### src/core/pafo_params.svh
// constants for the port alternate function override block
`ifndef PAFO_PARAMS_SVH
`define PAFO_PARAMS_SVH
`define PAFO_PA_IRQ_LO   4
`define PAFO_PA_ADC_PIN  4
`define PAFO_PB_CMPB     7
`define PAFO_PB_CMPA     6
`define PAFO_PB_TCK      3
`define PAFO_PB_TMS      2
`define PAFO_PB_TDI      1
`define PAFO_PB_TDO      0
`define PAFO_PD_TCLK     0
`define PAFO_ZERO8       8'h00
`define PAFO_ZERO2       2'h0
`define PAFO_TEST_MASK   8'h0F
`define PAFO_TEST_PUV    8'h0E
`define PAFO_IRQ_MASK    8'hF0
`endif

### src/core/pafo_pkg.sv
// types for the port alternate function override block
package pafo_pkg;
   typedef logic [7:0] pafo_byte_t;
   typedef logic [1:0] pafo_pair_t;
endpackage

### src/core/pafo_override.sv
// per-pin override generation for ports a, b and d
`include "pafo_params.svh"
`timescale 1ns/1ps
`default_nettype none
////////////////////////////////////////////////////////////////////////////////
// Operation
// - porta 7:4 feed external and pin-change interrupts
// - porta 3:0 pin-change inputs plus analog channels
// - porta 7:4 input enable follows irq enable
// - pin 4 to analog ch4; 3:0 zero overrides
// - portb 7:6 value override from compare outputs
// - portb 5:4 pin-change only, zero overrides
// - test port takes portb 3:0
// - tck tms tdi pulled up, undriven, input off
// - tdo driven only while shifting, no pullup
// - test logic clocked from tck pin
// - tms steers test controller
// - tdi shifts into selected scan chain
// - portd pin 0 feeds timer clock
// - portd 1:0 zero overrides
// - no toggle override on porta
// - pullup follows override or default term
// - driver follows direction override when enabled
// - value override when enabled and driving
// - input enable follows override when enabled
module pafo_override (
   // clock and reset
   input  wire logic             clock,
   input  wire logic             arst_n,
   // pads (raw inputs, synchronised twice in here)
   input  wire logic [7:0]       porta_pad_in,
   input  wire logic [7:0]       portb_pad_in,
   input  wire logic [1:0]       portd_pad_in,
   // peripheral enables and values
   input  wire logic [3:0]       ext_irq_enable,
   input  wire logic             timer_cmp_en_a,
   input  wire logic             timer_cmp_en_b,
   input  wire logic             timer_cmp_out_a,
   input  wire logic             timer_cmp_out_b,
   input  wire logic             test_port_enabled,
   input  wire logic             shifting_instr_reg,
   input  wire logic             shifting_data_reg,
   input  wire logic             test_data_out,
   // port registers and global state
   input  wire logic [7:0]       porta_dir,
   input  wire logic [7:0]       porta_data,
   input  wire logic [7:0]       portb_dir,
   input  wire logic [7:0]       portb_data,
   input  wire logic [1:0]       portd_dir,
   input  wire logic [1:0]       portd_data,
   input  wire logic             global_pullup_disable,
   input  wire logic             sleep_input_off,
   // overrides to the generic pin logic
   output logic [7:0]            porta_pullup_ovr_en,
   output logic [7:0]            porta_pullup_ovr_val,
   output logic [7:0]            porta_dir_ovr_en,
   output logic [7:0]            porta_dir_ovr_val,
   output logic [7:0]            porta_value_ovr_en,
   output logic [7:0]            porta_value_ovr_val,
   output logic [7:0]            porta_toggle_ovr_en,
   output logic [7:0]            porta_input_en_ovr_en,
   output logic [7:0]            porta_input_en_ovr_val,
   output logic [7:0]            portb_pullup_ovr_en,
   output logic [7:0]            portb_pullup_ovr_val,
   output logic [7:0]            portb_dir_ovr_en,
   output logic [7:0]            portb_dir_ovr_val,
   output logic [7:0]            portb_value_ovr_en,
   output logic [7:0]            portb_value_ovr_val,
   output logic [7:0]            portb_input_en_ovr_en,
   output logic [7:0]            portb_input_en_ovr_val,
   output logic [1:0]            portd_ovr_any,
   // resolved pin controls (pad out, pad oe_n, pullup, input enable)
   output logic [7:0]            porta_pin_out,
   output logic [7:0]            porta_pin_oe_n,
   output logic [7:0]            porta_pullup_on,
   output logic [7:0]            porta_input_on,
   output logic [7:0]            portb_pin_out,
   output logic [7:0]            portb_pin_oe_n,
   output logic [7:0]            portb_pullup_on,
   output logic [7:0]            portb_input_on,
   output logic [1:0]            portd_pin_out,
   output logic [1:0]            portd_pin_oe_n,
   output logic [1:0]            portd_pullup_on,
   // alternate function inputs
   output logic [3:0]            ext_irq_in,
   output logic [15:0]           pin_change_in,
   output logic [4:0]            pin_analog_sel,
   output logic                  test_clk_in,
   output logic                  test_mode_sel_in,
   output logic                  test_data_in,
   output logic                  timer_ext_clk_in
);
////////////////////////////////////////////////////////////////////////////////
   // pads are registered twice so nothing downstream sees a metastable level
   pafo_pkg::pafo_byte_t pa_s1_q, pa_s1_d, pa_s2_q, pa_s2_d;
   pafo_pkg::pafo_byte_t pb_s1_q, pb_s1_d, pb_s2_q, pb_s2_d;
   pafo_pkg::pafo_pair_t pd_s1_q, pd_s1_d, pd_s2_q, pd_s2_d;

   always_comb
   begin
      pa_s1_d = porta_pad_in;
      pa_s2_d = pa_s1_q;
      pb_s1_d = portb_pad_in;
      pb_s2_d = pb_s1_q;
      pd_s1_d = portd_pad_in;
      pd_s2_d = pd_s1_q;
   end

   always_ff @(posedge clock or negedge arst_n)
   begin
      if (!arst_n)
      begin
         pa_s1_q <= `PAFO_ZERO8;
         pa_s2_q <= `PAFO_ZERO8;
         pb_s1_q <= `PAFO_ZERO8;
         pb_s2_q <= `PAFO_ZERO8;
         pd_s1_q <= `PAFO_ZERO2;
         pd_s2_q <= `PAFO_ZERO2;
      end
      else
      begin
         pa_s1_q <= pa_s1_d;
         pa_s2_q <= pa_s2_d;
         pb_s1_q <= pb_s1_d;
         pb_s2_q <= pb_s2_d;
         pd_s1_q <= pd_s1_d;
         pd_s2_q <= pd_s2_d;
      end
   end
////////////////////////////////////////////////////////////////////////////////
   // overrides: no registers on purpose, an enable acts at once
   always_comb
   begin
      porta_pullup_ovr_en    = `PAFO_ZERO8;
      porta_pullup_ovr_val   = `PAFO_ZERO8;
      porta_dir_ovr_en       = `PAFO_ZERO8;
      porta_dir_ovr_val      = `PAFO_ZERO8;
      porta_value_ovr_en     = `PAFO_ZERO8;
      porta_value_ovr_val    = `PAFO_ZERO8;
      porta_toggle_ovr_en    = `PAFO_ZERO8;
      porta_input_en_ovr_en  = {ext_irq_enable, 4'h0};
      porta_input_en_ovr_val = {ext_irq_enable, 4'h0};
      portb_value_ovr_en     = `PAFO_ZERO8;
      portb_value_ovr_val    = `PAFO_ZERO8;
      portb_value_ovr_en[`PAFO_PB_CMPB]  = timer_cmp_en_b;
      portb_value_ovr_en[`PAFO_PB_CMPA]  = timer_cmp_en_a;
      portb_value_ovr_val[`PAFO_PB_CMPB] = timer_cmp_out_b;
      portb_value_ovr_val[`PAFO_PB_CMPA] = timer_cmp_out_a;
      portb_pullup_ovr_en    = `PAFO_ZERO8;
      portb_pullup_ovr_val   = `PAFO_ZERO8;
      portb_dir_ovr_en       = `PAFO_ZERO8;
      portb_dir_ovr_val      = `PAFO_ZERO8;
      portb_input_en_ovr_en  = `PAFO_ZERO8;
      portb_input_en_ovr_val = `PAFO_ZERO8;
      if (test_port_enabled)
      begin
         portb_pullup_ovr_en  = `PAFO_TEST_MASK;
         portb_pullup_ovr_val = `PAFO_TEST_PUV;
         portb_dir_ovr_en     = `PAFO_TEST_MASK;
         portb_dir_ovr_val[`PAFO_PB_TDO] =
            shifting_instr_reg | shifting_data_reg;
         portb_value_ovr_en[`PAFO_PB_TDO]  = 1'b1;
         portb_value_ovr_val[`PAFO_PB_TDO] = test_data_out;
         portb_input_en_ovr_en = `PAFO_TEST_MASK;
      end
      portd_ovr_any = `PAFO_ZERO2;
   end
////////////////////////////////////////////////////////////////////////////////
   // generic resolution per pin
   always_comb
   begin
      for (int i = 0; i < 8; i++)
      begin
         porta_pullup_on[i] = porta_pullup_ovr_en[i] ? porta_pullup_ovr_val[i]
            : (!porta_dir[i] && porta_data[i] && !global_pullup_disable);
         portb_pullup_on[i] = portb_pullup_ovr_en[i] ? portb_pullup_ovr_val[i]
            : (!portb_dir[i] && portb_data[i] && !global_pullup_disable);
         porta_pin_oe_n[i] = !(porta_dir_ovr_en[i] ? porta_dir_ovr_val[i]
            : porta_dir[i]);
         portb_pin_oe_n[i] = !(portb_dir_ovr_en[i] ? portb_dir_ovr_val[i]
            : portb_dir[i]);
         porta_pin_out[i] = porta_value_ovr_en[i] ? porta_value_ovr_val[i]
            : porta_data[i];
         portb_pin_out[i] = portb_value_ovr_en[i] ? portb_value_ovr_val[i]
            : portb_data[i];
         porta_input_on[i] = porta_input_en_ovr_en[i]
            ? porta_input_en_ovr_val[i] : !sleep_input_off;
         portb_input_on[i] = portb_input_en_ovr_en[i]
            ? portb_input_en_ovr_val[i] : !sleep_input_off;
      end
      for (int j = 0; j < 2; j++)
      begin
         portd_pullup_on[j] = !portd_dir[j] && portd_data[j]
            && !global_pullup_disable;
         portd_pin_oe_n[j]  = !portd_dir[j];
         portd_pin_out[j]   = portd_data[j];
      end
   end
////////////////////////////////////////////////////////////////////////////////
   // alternate function inputs from the synchronised pads; analog select from pin direction
   always_comb
   begin
      ext_irq_in     = pa_s2_q[7:`PAFO_PA_IRQ_LO]
                       & porta_input_on[7:`PAFO_PA_IRQ_LO];
      pin_change_in  = {pb_s2_q & portb_input_on,
                        pa_s2_q & porta_input_on};
      // analog select marks channels whose pad is free of digital drive
      pin_analog_sel = {porta_pin_oe_n[`PAFO_PA_ADC_PIN],
                        porta_pin_oe_n[3:0]};
      // tap clocks come raw-synchronised; the tap runs in its own block
      test_clk_in      = test_port_enabled & pb_s2_q[`PAFO_PB_TCK];
      test_mode_sel_in = test_port_enabled & pb_s2_q[`PAFO_PB_TMS];
      test_data_in     = test_port_enabled & pb_s2_q[`PAFO_PB_TDI];
      timer_ext_clk_in = pd_s2_q[`PAFO_PD_TCLK];
   end
////////////////////////////////////////////////////////////////////////////////
   tdo_drive_a: assert property (@(posedge clock) disable iff (!arst_n)
      test_port_enabled |-> (portb_pin_oe_n[`PAFO_PB_TDO] ==
         !(shifting_instr_reg | shifting_data_reg)))
      else $error("tdo driver mismatch");
   test_pull_a: assert property (@(posedge clock) disable iff (!arst_n)
      test_port_enabled |-> (portb_pullup_on[3:1] == 3'h7) && !portb_pullup_on[0])
      else $error("test pin pull-up wrong");
   cmp_b_a: assert property (@(posedge clock) disable iff (!arst_n)
      (timer_cmp_en_b && !portb_pin_oe_n[`PAFO_PB_CMPB])
         |-> portb_pin_out[`PAFO_PB_CMPB] == timer_cmp_out_b)
      else $error("compare b not on pin");
   irq_ie_a: assert property (@(posedge clock) disable iff (!arst_n)
      porta_input_en_ovr_en[7:`PAFO_PA_IRQ_LO] == ext_irq_enable)
      else $error("irq input enable wrong");
   toggle_a: assert property (@(posedge clock) disable iff (!arst_n)
      porta_toggle_ovr_en == `PAFO_ZERO8)
      else $error("porta toggle override set");
   tclk_a: assert property (@(posedge clock) disable iff (!arst_n)
      $rose(portd_pad_in[0]) |-> ##2 timer_ext_clk_in)
      else $error("timer clock lag wrong");
   pb_low_a: assert property (@(posedge clock) disable iff (!arst_n)
      portb_value_ovr_en[5:4] == 2'h0 && portb_input_en_ovr_en[7:4] == 4'h0)
      else $error("portb 5:4 override set");
   pullup_a: assert property (@(posedge clock) disable iff (!arst_n)
      (!test_port_enabled && global_pullup_disable) |-> portb_pullup_on == 8'h00)
      else $error("pull-up ignores disable");
endmodule
`default_nettype wire

### config.mk
export PLATFORM = sky130hd
export DESIGN_NAME = pafo_override
export DESIGN_NICKNAME = d
export VERILOG_FILES = /design/src/core/pafo_pkg.sv /design/src/core/pafo_override.sv
export VERILOG_INCLUDE_DIRS = /design/src /design/src/core
export SDC_FILE = /design/constraint.sdc
export NUM_CORES = 1
export LEC_CHECK = 0
export ABC_AREA = 1
export BUFFER_PORTS_ARGS = -buffer_cell sky130_fd_sc_hd__buf_4
export CORE_AREA = 2 2 120 122
export CTS_CLUSTER_DIAMETER = 120
export CTS_CLUSTER_SIZE = 20
export DETAILED_ROUTE_END_ITERATION = 8
export DIE_AREA = 0 0 122 124
export PLACE_DENSITY = 0.47
export SYNTH_ARGS = -nofsm -noshare
export SYNTH_HDL_FRONTEND = slang
export SYNTH_SLANG_ARGS = --single-unit
### constraint.sdc
create_clock -name clock -period 1.1 [get_ports clock]
set_input_delay 0.055 -clock clock [delete_from_list [all_inputs] [get_ports clock]]
set_output_delay 0.055 -clock clock [all_outputs]
set_load 0.01 [all_outputs]
==> results.md, run 1 <==
- Clock tree sinks: 34
- Kind of end point of the critical path: primary output
- Post-synthesis cell area: 2630 sq um
- Area enclosed by the die boundary: 15,100 sq um
- # diodes: 0
- Met1 routing resource usage after global routing: 6.92%
- Simple-gate portion of the synthesized area: 10.6%
- Fraction of synthesized area in multiplexers: 0%
- Initial antenna violation count: 0
- Met3 demand-to-capacity share in global routing: 2.15%
- Final estimated routing congestion in global placement: 0.716
- Number of vias per cell: 3.07
- Cell Rows: 43
- Internal power: 2.74 mW
- Hold_ws: 250 ps
- Met2 global-route usage: 12.9%
- Run status: finished, final reports clean
- Area share of the leading cell type in the synthesized netlist: 49.1%
- Synthesis-stage register bit count: 34
- Portion of total power attributed to sequential cells: 35.0%
- Most frequently used flop master after synthesis: dfrtp_1
- Comb pwr share: 29.3%
- Number of synthesis warnings: 0
- Total routed wirelength: 6.12 mm
- Filler cell count: 1,456
- Worst supply voltage drop on vdd: 1240 uV
- Critical path launch point type: flop
- Top area cells in the synthesized netlist: buf_4 49%, dfrtp_1 32%, inv_1 5.6%, nand2_1 5.1%, nor2_1 4.1%
- CTS Buf Count: 5
- Final number of max-transition violations: 0
- Area of the core: 13,700 sq um
- Clock tree from TritonCTS: done
- Global routing usage summed across all routing layers: 6.88%
- Clock root buffer: clkbuf_16
- Final hold viol count: 0
- Clock Pin Slew Worst Setup and Hold Paths: 50 ps
- Final clock skew: 4.27 ps
- Final Critical Period: 1050 ps
- Final clock period utilization by the worst path: 95.5%
- DRC: 0
- Main combinational cell family by area after synthesis: buffers and inverters
- Initial Utilization: 19.2%
- First-pass GRT wire length: 8.10 mm
- Min-Delay Path Class: in2async
- Chip Height: 124 um
- Portion of the post-synthesis area used by sequential elements: 32.4%
- Data required, critical path: 1040 ps
- Gr ovfl total: 0
- Setup violation total in the final timing report: 0
- EDFF count, synth: 0
- Switching part of the total: 28.3%
- Kind of critical path: reg2out
- Pin count of the biggest net entering global routing: 35
- Clock Power Share: 35.7%
- Post-synthesis compound-gate area fraction: 1.52%
- Number of nets in the final layout: 551
- RSZ-0062 raised after global routing: no
- Total half-perimeter wirelength after legalization and detailed placement: 5.18 mm
- Cell variety after synth: 15
- Horizontal die dimension: 122 um
- Worst slack, placed: 292 ps
- GRT Max-Usage Layer: met2
- Synthesized-area fraction occupied by xor and xnor cells: 0%
- Input/output buffers: 197
- Largest area contributor in the synthesized netlist: buf_4
- Fraction of final layout cells with drive strength greater than 1: 43.6%
- Crit Path Max Fanout: 2
- Timing-limited maximum frequency: 0.952 GHz
- Via Count: 2,035
- WL per Instance: 9.25 um
- Antenna-violating nets left: 0
- Most common cell in the synthesized netlist: buf_4
- Layout overhead on the synthesized area: 43.2%
- Area share of fa/ha/maj cells after synthesis: 0%
- Number of standard cells after synthesis: 326
- Switching Power: 1.08 mW
- Clock insertion delay at the later pin of the skew report: 270 ps
- Number of global-route vias before repair: 1,729
- Clock Tree Buf Depth: 2
- CP arrival: 1000 ps
- Proportion of synthesized flip-flops having asynchronous set or reset: 100%
- Count of max-cap constraint violations: 0
- Leakage: 2.25 nW
- Buffer count from post-CTS setup fixing: 0
- Pre-Repair DR Iteration Count: 4
- Post-synthesis average cell area: 8.07 sq um
- Setup ws final: 49.1 ps
- DRC violation total after the first TritonRoute iteration: 19
- Clock H-tree levels: 2
- Commonest cells in the netlist: 172 x buf_4, 39 x inv_1, 36 x nand2_1, 34 x dfrtp_1, 29 x nor2_1
- Pwr dens: 1010 nW/um^2
- Ports placed on the boundary: 307
==> logic make-up after synthesis <==
kind of cell,after synthesis
other,1
buffers and inverters,215
AND/OR/NAND/NOR,70
flip-flops,34
AO/OA/AOI/OAI,6
==> what timing repair did <==
| item | CTS | global route |
|---|---|---|
| gates resized for setup | 2 | 3 |
| endpoints found under the setup margin | 6 | 6 |
| hold buffers | 18 | 0 |
| hold endpoints to repair | 51 | 0 |
==> metrics by stage <==
| step | util [%] | total power [mW] | cells | area, sq um | TNS [ps] |
|---|---|---|---|---|---|
| floorplan | - | 2.23 | 433 | 3030 | 0 |
| global placement | 25.1 | 2.43 | 637 | 3440 | 0 |
| detailed placement | 25.1 | 2.43 | 637 | 3440 | 0 |
| CTS | 27.5 | 3.87 | 663 | 3770 | -2.74 |
| global route | 27.5 | 4.02 | 662 | 3770 | 0 |
| finish | 27.5 | 3.82 | 662 | 3770 | 0 |
==> power groups by stage <==
stage	sequential [mW]	clock [mW]	combinational (mW)
floorplan	1.35	0	0.881
global placement	1.35	0	1.07
detailed placement	1.36	0	1.07
CTS	1.34	1.40	1.13
global route	1.34	1.45	1.23
finish	1.34	1.36	1.12
==> path summary, 6_finish.rpt <==
kind | cells after the start | endpoint | slack [ps] | startpoint
max | 2 | pin_change_in[5] | 50 | pa_s2_q[5]
min | 2 | pa_s1_q[2] | 250 | arst_n
max reg2reg | 0 | pb_s2_q[4] | 600 | pb_s1_q[4]
min reg2reg | 0 | pa_s2_q[4] | 340 | pa_s1_q[4]
max in group asynchronous | 2 | pb_s1_q[7] | 550 | arst_n
min in group clock | 2 | porta_pin_out[3] | 300 | porta_data[3]
==> layer usage <==
metal  routed length [um]  vias to the layer above
li1                     -                      974
met1                 2050                      889
met2                 3180                      166
met3                  812                        6
met4                   80                        0
met5                    0                        -
==> area by class of cell <==
type | instances | area [sq um] | share of cell area [%]
Tap cell | 180 | 225 | 5.98
Sequential cell | 34 | 851 | 22.6
Inverter | 41 | 156 | 4.15
Multi-Input combinational cell | 184 | 727 | 19.3
Clock buffer | 7 | 143 | 3.79
Timing Repair Buffer | 215 | 1660 | 44.1
Clock inverter | 1 | 5.00 | 0.133
==> state kept, by name, summed over array words and instances, names as in the netlist <==
register / flops
pb_s2_q: 8
pb_s1_q: 8
pa_s1_q: 8
pd_s2_q: 1
pd_s1_q: 1
pa_s2_q: 8
==> worst max-delay path: stages, from the launching register on <==
cell	delay, ps
dfrtp_1	340
a21boi_1	220
buf_4	160
==> layout by cell type (no fill, tap or decap), types with 2 or more instances in the layout <==
| master | instances |
|---|---|
| a21boi_1 | 3 |
| buf_4 | 197 |
| clkbuf_16 | 5 |
| conb_1 | 108 |
| dfrtp_1 | 34 |
| dlygate4sd3_1 | 18 |
| inv_1 | 39 |
| nand2_1 | 36 |
| nor2_1 | 29 |
| nor3_1 | 2 |
| o21ai_0 | 2 |
No activity file was read; power rests on OpenSTA's default activity.
==> run 2, diff against run 1 <==
Settings changed: PLACE_DENSITY 0.47 to 0.52, SKIP_LAST_GASP set to 1.
==> results.md, run 2 (synthesized netlist as in run 1, its figures left out) <==
- DRC: 0 (unchanged)
- Switching part of the total: 29.1% (+0.85 points)
- Clock root buffer: clkbuf_16
- Kind of end point of the critical path: primary output
- Final clock period utilization by the worst path: 94.7% (-0.81 points)
- Worst R2R Setup Slack: 620 ps (+20 ps)
- Leakage: 2.24 nW (about the same)
- DRC violation total after the first TritonRoute iteration: 15 (-4)
- CTS Buf Count: 5 (unchanged)
- Number of nets in the final layout: 551 (unchanged)
- Worst supply voltage drop on vdd: 1100 uV (-11%)
- Delay of the slowest cell on the worst path: 320 ps (-20 ps)
- Combined buffer and inverter count along the critical path: 1 (unchanged)
- Clock Pin Slew Worst Setup and Hold Paths: 60 ps (about the same)
- Global routing usage summed across all routing layers: 7.07% (+0.19 points)
- Setup violation total in the final timing report: 0 (unchanged)
- Final hold viol count: 0 (unchanged)
- Cell breakdown of the critical path: a21boi_1, buf_4
- Clock Power Share: 36.4% (+0.7 points)
- Pin count of the biggest net entering global routing: 35 (unchanged)
- Clock H-tree levels: 2 (unchanged)
- Switching Power: 1.12 mW (+4.1%)
- Comb pwr share: 29.0% (-0.3 points)
- Final estimated routing congestion in global placement: 0.699 (-2.4%)
- Gr ovfl total: 0 (unchanged)
- Clock tree sinks: 34 (unchanged)
- Fraction of final layout cells with drive strength greater than 1: 43.6% (unchanged)
- Ports placed on the boundary: 307 (unchanged)
- Internal power: 2.74 mW (about the same)
- Final TNS setup: 0 ps (unchanged)
- Kind of critical path: reg2out
- Clock insertion delay at the later pin of the skew report: 280 ps (about the same)
- Area enclosed by the die boundary: 15,100 sq um (unchanged)
- Initial antenna violation count: 0 (unchanged)
- Timing-limited maximum frequency: 0.960 GHz (+0.85%)
- Filler cell count: 1,470 (+0.96%)
- Input/output buffers: 197 (unchanged)
- # diodes: 0 (unchanged)
- Pre-Repair DR Iteration Count: 4 (unchanged)
- Data required, critical path: 1040 ps (about the same)
- Clock Tree Buf Depth: 2 (unchanged)
- First-pass GRT wire length: 8.25 mm (+1.9%)
- Chip Height: 124 um (unchanged)
- WL per Instance: 9.33 um (+0.83%)
- Min-Delay Path Class: in2async
- RSZ-0062 raised after global routing: no
- Critical path launch point type: flop
- Crit Path Max Fanout: 2 (unchanged)
- Run status: finished, final reports clean
- Via Count: 2,068 (+1.6%)
- Dpl cell area: 3430 sq um (-0.22%)
- Number of vias per cell: 3.12 (+1.6%)
- Kind of cell with the highest combined delay on the critical path: flip-flops
- Design area: 3770 sq um (unchanged)
- Pwr dens: 1020 nW/um^2 (+1.1%)
- Total routed wirelength: 6.18 mm (+0.83%)
- Number of global-route vias before repair: 1,730 (+0.058%)
- Top library cells by usage in the layout, fill and taps aside: 197 x buf_4, 108 x conb_1, 39 x inv_1
- Final clock skew: 3.95 ps (-0.315 ps)
- CP arrival: 990 ps (about the same)
- Clock tree from TritonCTS: done
- Final number of max-transition violations: 0 (unchanged)
- Horizontal die dimension: 122 um (unchanged)
- Count of max-cap constraint violations: 0 (unchanged)
- Antenna-violating nets left: 0 (unchanged)
- CP max stage cell: dfrtp_1
- Initial Utilization: 19.2% (unchanged)
- Area of the core: 13,700 sq um (unchanged)
- Portion of total power attributed to sequential cells: 34.6% (-0.4 points)
- Cell Rows: 43 (unchanged)
- Final Critical Period: 1040 ps (-8.90 ps)
- Layout overhead on the synthesized area: 43.2% (unchanged)
- Total half-perimeter wirelength after legalization and detailed placement: 5.13 mm (-1.0%)
- Most common cell after layout, fill and taps aside: buf_4
## run 2: metrics by stage
step | total power, mW | hold slack [ps] | cells | setup slack, ps | utilization [%]
floorplan | 2.23 | -241 | 433 | 189 | -
global placement | 2.42 | 19.4 | 636 | 317 | 25.0
detailed placement | 2.42 | 23.0 | 636 | 314 | 25.0
CTS | 3.91 | 258 | 662 | 3.20 | 27.5
global route | 4.07 | 304 | 662 | 1.98 | 27.5
finish | 3.86 | 255 | 662 | 58.0 | 27.5
## run 2: area by class of cell
cell class	count	area, sq um	share of cell area, %
Timing Repair Buffer	215	1660	44.1
Clock inverter	2	12.5	0.332
Sequential cell	34	851	22.6
Inverter	41	156	4.15
Multi-Input combinational cell	184	723	19.2
Clock buffer	6	139	3.69
Tap cell	180	225	5.98
## run 2: final timing paths
check,endpoint,cells past startpoint,start
worst min register to register,pd_s2_q[0],0,pd_s1_q[0]
min in group clock,porta_pin_out[4],2,porta_data[4]
max in group asynchronous,pb_s2_q[1],2,arst_n
worst min-delay path,pa_s2_q[0],2,arst_n
worst max-delay path,pin_change_in[7],2,pa_s2_q[7]
worst max register to register,pa_s2_q[7],0,pa_s1_q[7]
## run 2: layer usage
layer / part of all wire (%) / GRT usage (%) / wire (um) / vias to the layer above
met1: 33 / 6.95 / 2050 / 904
met4: 1.7 / 3.45 / 102 / 0
li1: - / - / - / 974
met5: 0 / 0 / 0 / -
met3: 13 / 2.20 / 792 / 7
met2: 52 / 13.4 / 3230 / 183
## run 2: power by group through the flow
stage	Clock, mW	Combinational [mW]	Sequential (mW)
6_report	1.41	1.12	1.33
5_1_grt	1.49	1.23	1.34
4_1_cts	1.45	1.12	1.34
3_5_place_dp	0	1.07	1.36
3_3_place_gp	0	1.07	1.35
2_1_floorplan	0	0.881	1.35
## run 2: repair_timing
item | 4_1_cts | 5_1_grt
setup endpoints to repair | 2 | 6
setup buffers | 0 | 0
resized for setup | 1 | 3
hold buffers | 18 | 0
endpoints found under the hold margin | 51 | 0
==> run 3, diff against run 2 <==
Settings changed: CELL_PAD_IN_SITES_DETAIL_PLACEMENT set to 0, CELL_PAD_IN_SITES_GLOBAL_PLACEMENT set to 1, PLACE_DENSITY 0.52 to 0.76.
==> results.md, run 3 (synthesized netlist as in run 1, its figures left out) <==
- Final Critical Period: 1050 ps (+6.86 ps)
- Power Total: 3.95 mW (+2.4%)
- Switching part of the total: 27.5% (-1.6 points)
- Data required, critical path: 1040 ps (about the same)
- Most common cell after layout, fill and taps aside: buf_4
- Final clock skew: 2.09 ps (-1.86 ps)
- Number of global-route vias before repair: 1,598 (-7.6%)
- Antenna-violating nets left: 0 (unchanged)
- Critical path launch point type: flop
- Area of the core: 13,700 sq um (unchanged)
- Total half-perimeter wirelength after legalization and detailed placement: 5.54 mm (+7.9%)
- Top library cells by usage in the layout, fill and taps aside: 197 x buf_4, 108 x conb_1, 39 x inv_1
- Ports placed on the boundary: 307 (unchanged)
- Min-Delay Path Class: in2async
- Area enclosed by the die boundary: 15,100 sq um (unchanged)
- Gr ovfl total: 0 (unchanged)
- Kind of end point of the critical path: primary output
- Buffer count from post-CTS setup fixing: 0 (unchanged)
- Clock H-tree levels: 2 (unchanged)
- Count of max-cap constraint violations: 0 (unchanged)
- CP max stage cell: dfrtp_1
- Initial Utilization: 19.2% (unchanged)
- Clock insertion delay at the later pin of the skew report: 270 ps (about the same)
- WL per Instance: 9.81 um (+5.2%)
- Comb pwr share: 28.4% (-0.6 points)
- Timing-limited maximum frequency: 0.953 GHz (-0.65%)
- Worst slack, placed: 276 ps (-37.6 ps)
- Layout overhead on the synthesized area: 43.8%
- Final core utilization: 27.6% (+0.11 points)
- Run status: finished, final reports clean
- Clock Tree Buf Depth: 2 (unchanged)
- DRC violation total after the first TritonRoute iteration: 48 (+33)
- Internal power: 2.86 mW (+4.7%)
- Switching Power: 1.09 mW (-3.1%)
- Cell breakdown of the critical path: a21boi_0, buf_4
- Chip Height: 124 um (unchanged)
- Combined buffer and inverter count along the critical path: 1 (unchanged)
- Cell Rows: 43 (unchanged)
- Pin count of the biggest net entering global routing: 35 (unchanged)
- Fraction of final layout cells with drive strength greater than 1: 43.6% (unchanged)
- CTS Buf Count: 5 (unchanged)
- Worst supply voltage drop on vdd: 752 uV (-32%)
- Setup ws final: 51.1 ps (-6.86 ps)
- Clock root buffer: clkbuf_16
- Final clock period utilization by the worst path: 95.4% (+0.62 points)
- Setup violation total in the final timing report: 0 (unchanged)
- Pre-Repair DR Iteration Count: 3 (-1)
- Portion of total power attributed to sequential cells: 33.7% (-0.9 points)
- Number of nets in the final layout: 551 (unchanged)
- Final estimated routing congestion in global placement: 0.647 (-7.5%)
- Delay of the slowest cell on the worst path: 310 ps (about the same)
- Number of vias per cell: 3.08 (-1.3%)
- Total routed wirelength: 6.50 mm (+5.2%)
- Filler cell count: 1,510 (+2.7%)
- Via Count: 2,041 (-1.3%)
- Final number of max-transition violations: 0 (unchanged)
- Pwr dens: 1050 nW/um^2 (+2.0%)
- Clock Pin Slew Worst Setup and Hold Paths: 50 ps (about the same)
- First-pass GRT wire length: 8.16 mm (-1.2%)
- Clock Power Share: 37.9% (+1.5 points)
- Global routing usage summed across all routing layers: 7.02% (-0.051 points)
- # diodes: 0 (unchanged)
- Initial antenna violation count: 0 (unchanged)
- Horizontal die dimension: 122 um (unchanged)
- Input/output buffers: 197 (unchanged)
- Leakage: 2.25 nW (+0.44%)
- DRC: 0 (unchanged)
- Kind of critical path: reg2out
- Clock tree from TritonCTS: done
- Kind of cell with the highest combined delay on the critical path: flip-flops
- Crit Path Max Fanout: 2 (unchanged)
- Clock tree sinks: 34 (unchanged)
- CP arrival: 990 ps (about the same)
- RSZ-0062 raised after global routing: no
- Final hold viol count: 0 (unchanged)
- Final TNS setup: 0 ps (unchanged)
[run 3: cell count changes in the layout (fill, tap and decap cells not counted), sizes merged]
| cell | delta |
|---|---|
| clkinv | -1 |
| clkbuf | +2 |
| clkinvlp | -1 |
[run 3: cell type report]
cell class                 count  area, sq um  area share, %
tap                          180          225           5.96
inverter                      41          156           4.14
multi-input combinational    184          723           19.1
clock buffer                   8          166           4.40
timing repair buffer         215         1660           43.9
sequential                    34          851           22.5
[run 3: what timing repair did]
action | 4_1_cts | 5_1_grt
endpoints found under the hold margin | 51 | 0
resized for setup | 1 | 2
setup endpoints to repair | 2 | 4
hold buffers | 18 | 0
[run 3: stage by stage]
| step | area, sq um | std cells | hold slack (ps) |
|---|---|---|---|
| 3_5_place_dp | 3430 | 636 | 29.0 |
| 4_1_cts | 3780 | 662 | 284 |
| 6_report | 3780 | 662 | 271 |
| 5_1_grt | 3780 | 662 | 304 |
| 3_3_place_gp | 3430 | 636 | 22.7 |
| 2_1_floorplan | 3030 | 433 | -241 |
[run 3: metal layers]
metal	vias to the layer above	wire length (um)	global-route usage [%]
li1	975	-	-
met1	909	2050	6.83
met2	152	3530	13.8
met3	5	841	2.15
met4	0	78	2.59
met5	-	0	0
[run 3: worst paths after layout]
check	start	to	slack [ps]	cells after the start
worst min-delay path	arst_n	pa_s1_q[2]	270	2
worst min register to register	pb_s1_q[3]	pb_s2_q[3]	350	0
min in group clock	portd_data[0]	portd_pin_out[0]	300	2
max in group asynchronous	arst_n	pb_s2_q[1]	520	2
worst max register to register	pa_s1_q[5]	pa_s2_q[5]	600	0
worst max-delay path	pa_s2_q[4]	pin_change_in[4]	50	2
[run 3: power by group through the flow]
stage / registers, mW / clock network, mW / logic, mW
6_report: 1.33 / 1.50 / 1.12
5_1_grt: 1.34 / 1.62 / 1.23
4_1_cts: 1.33 / 1.54 / 1.13
3_5_place_dp: 1.36 / 0 / 1.08
3_3_place_gp: 1.35 / 0 / 1.08
2_1_floorplan: 1.35 / 0 / 0.881
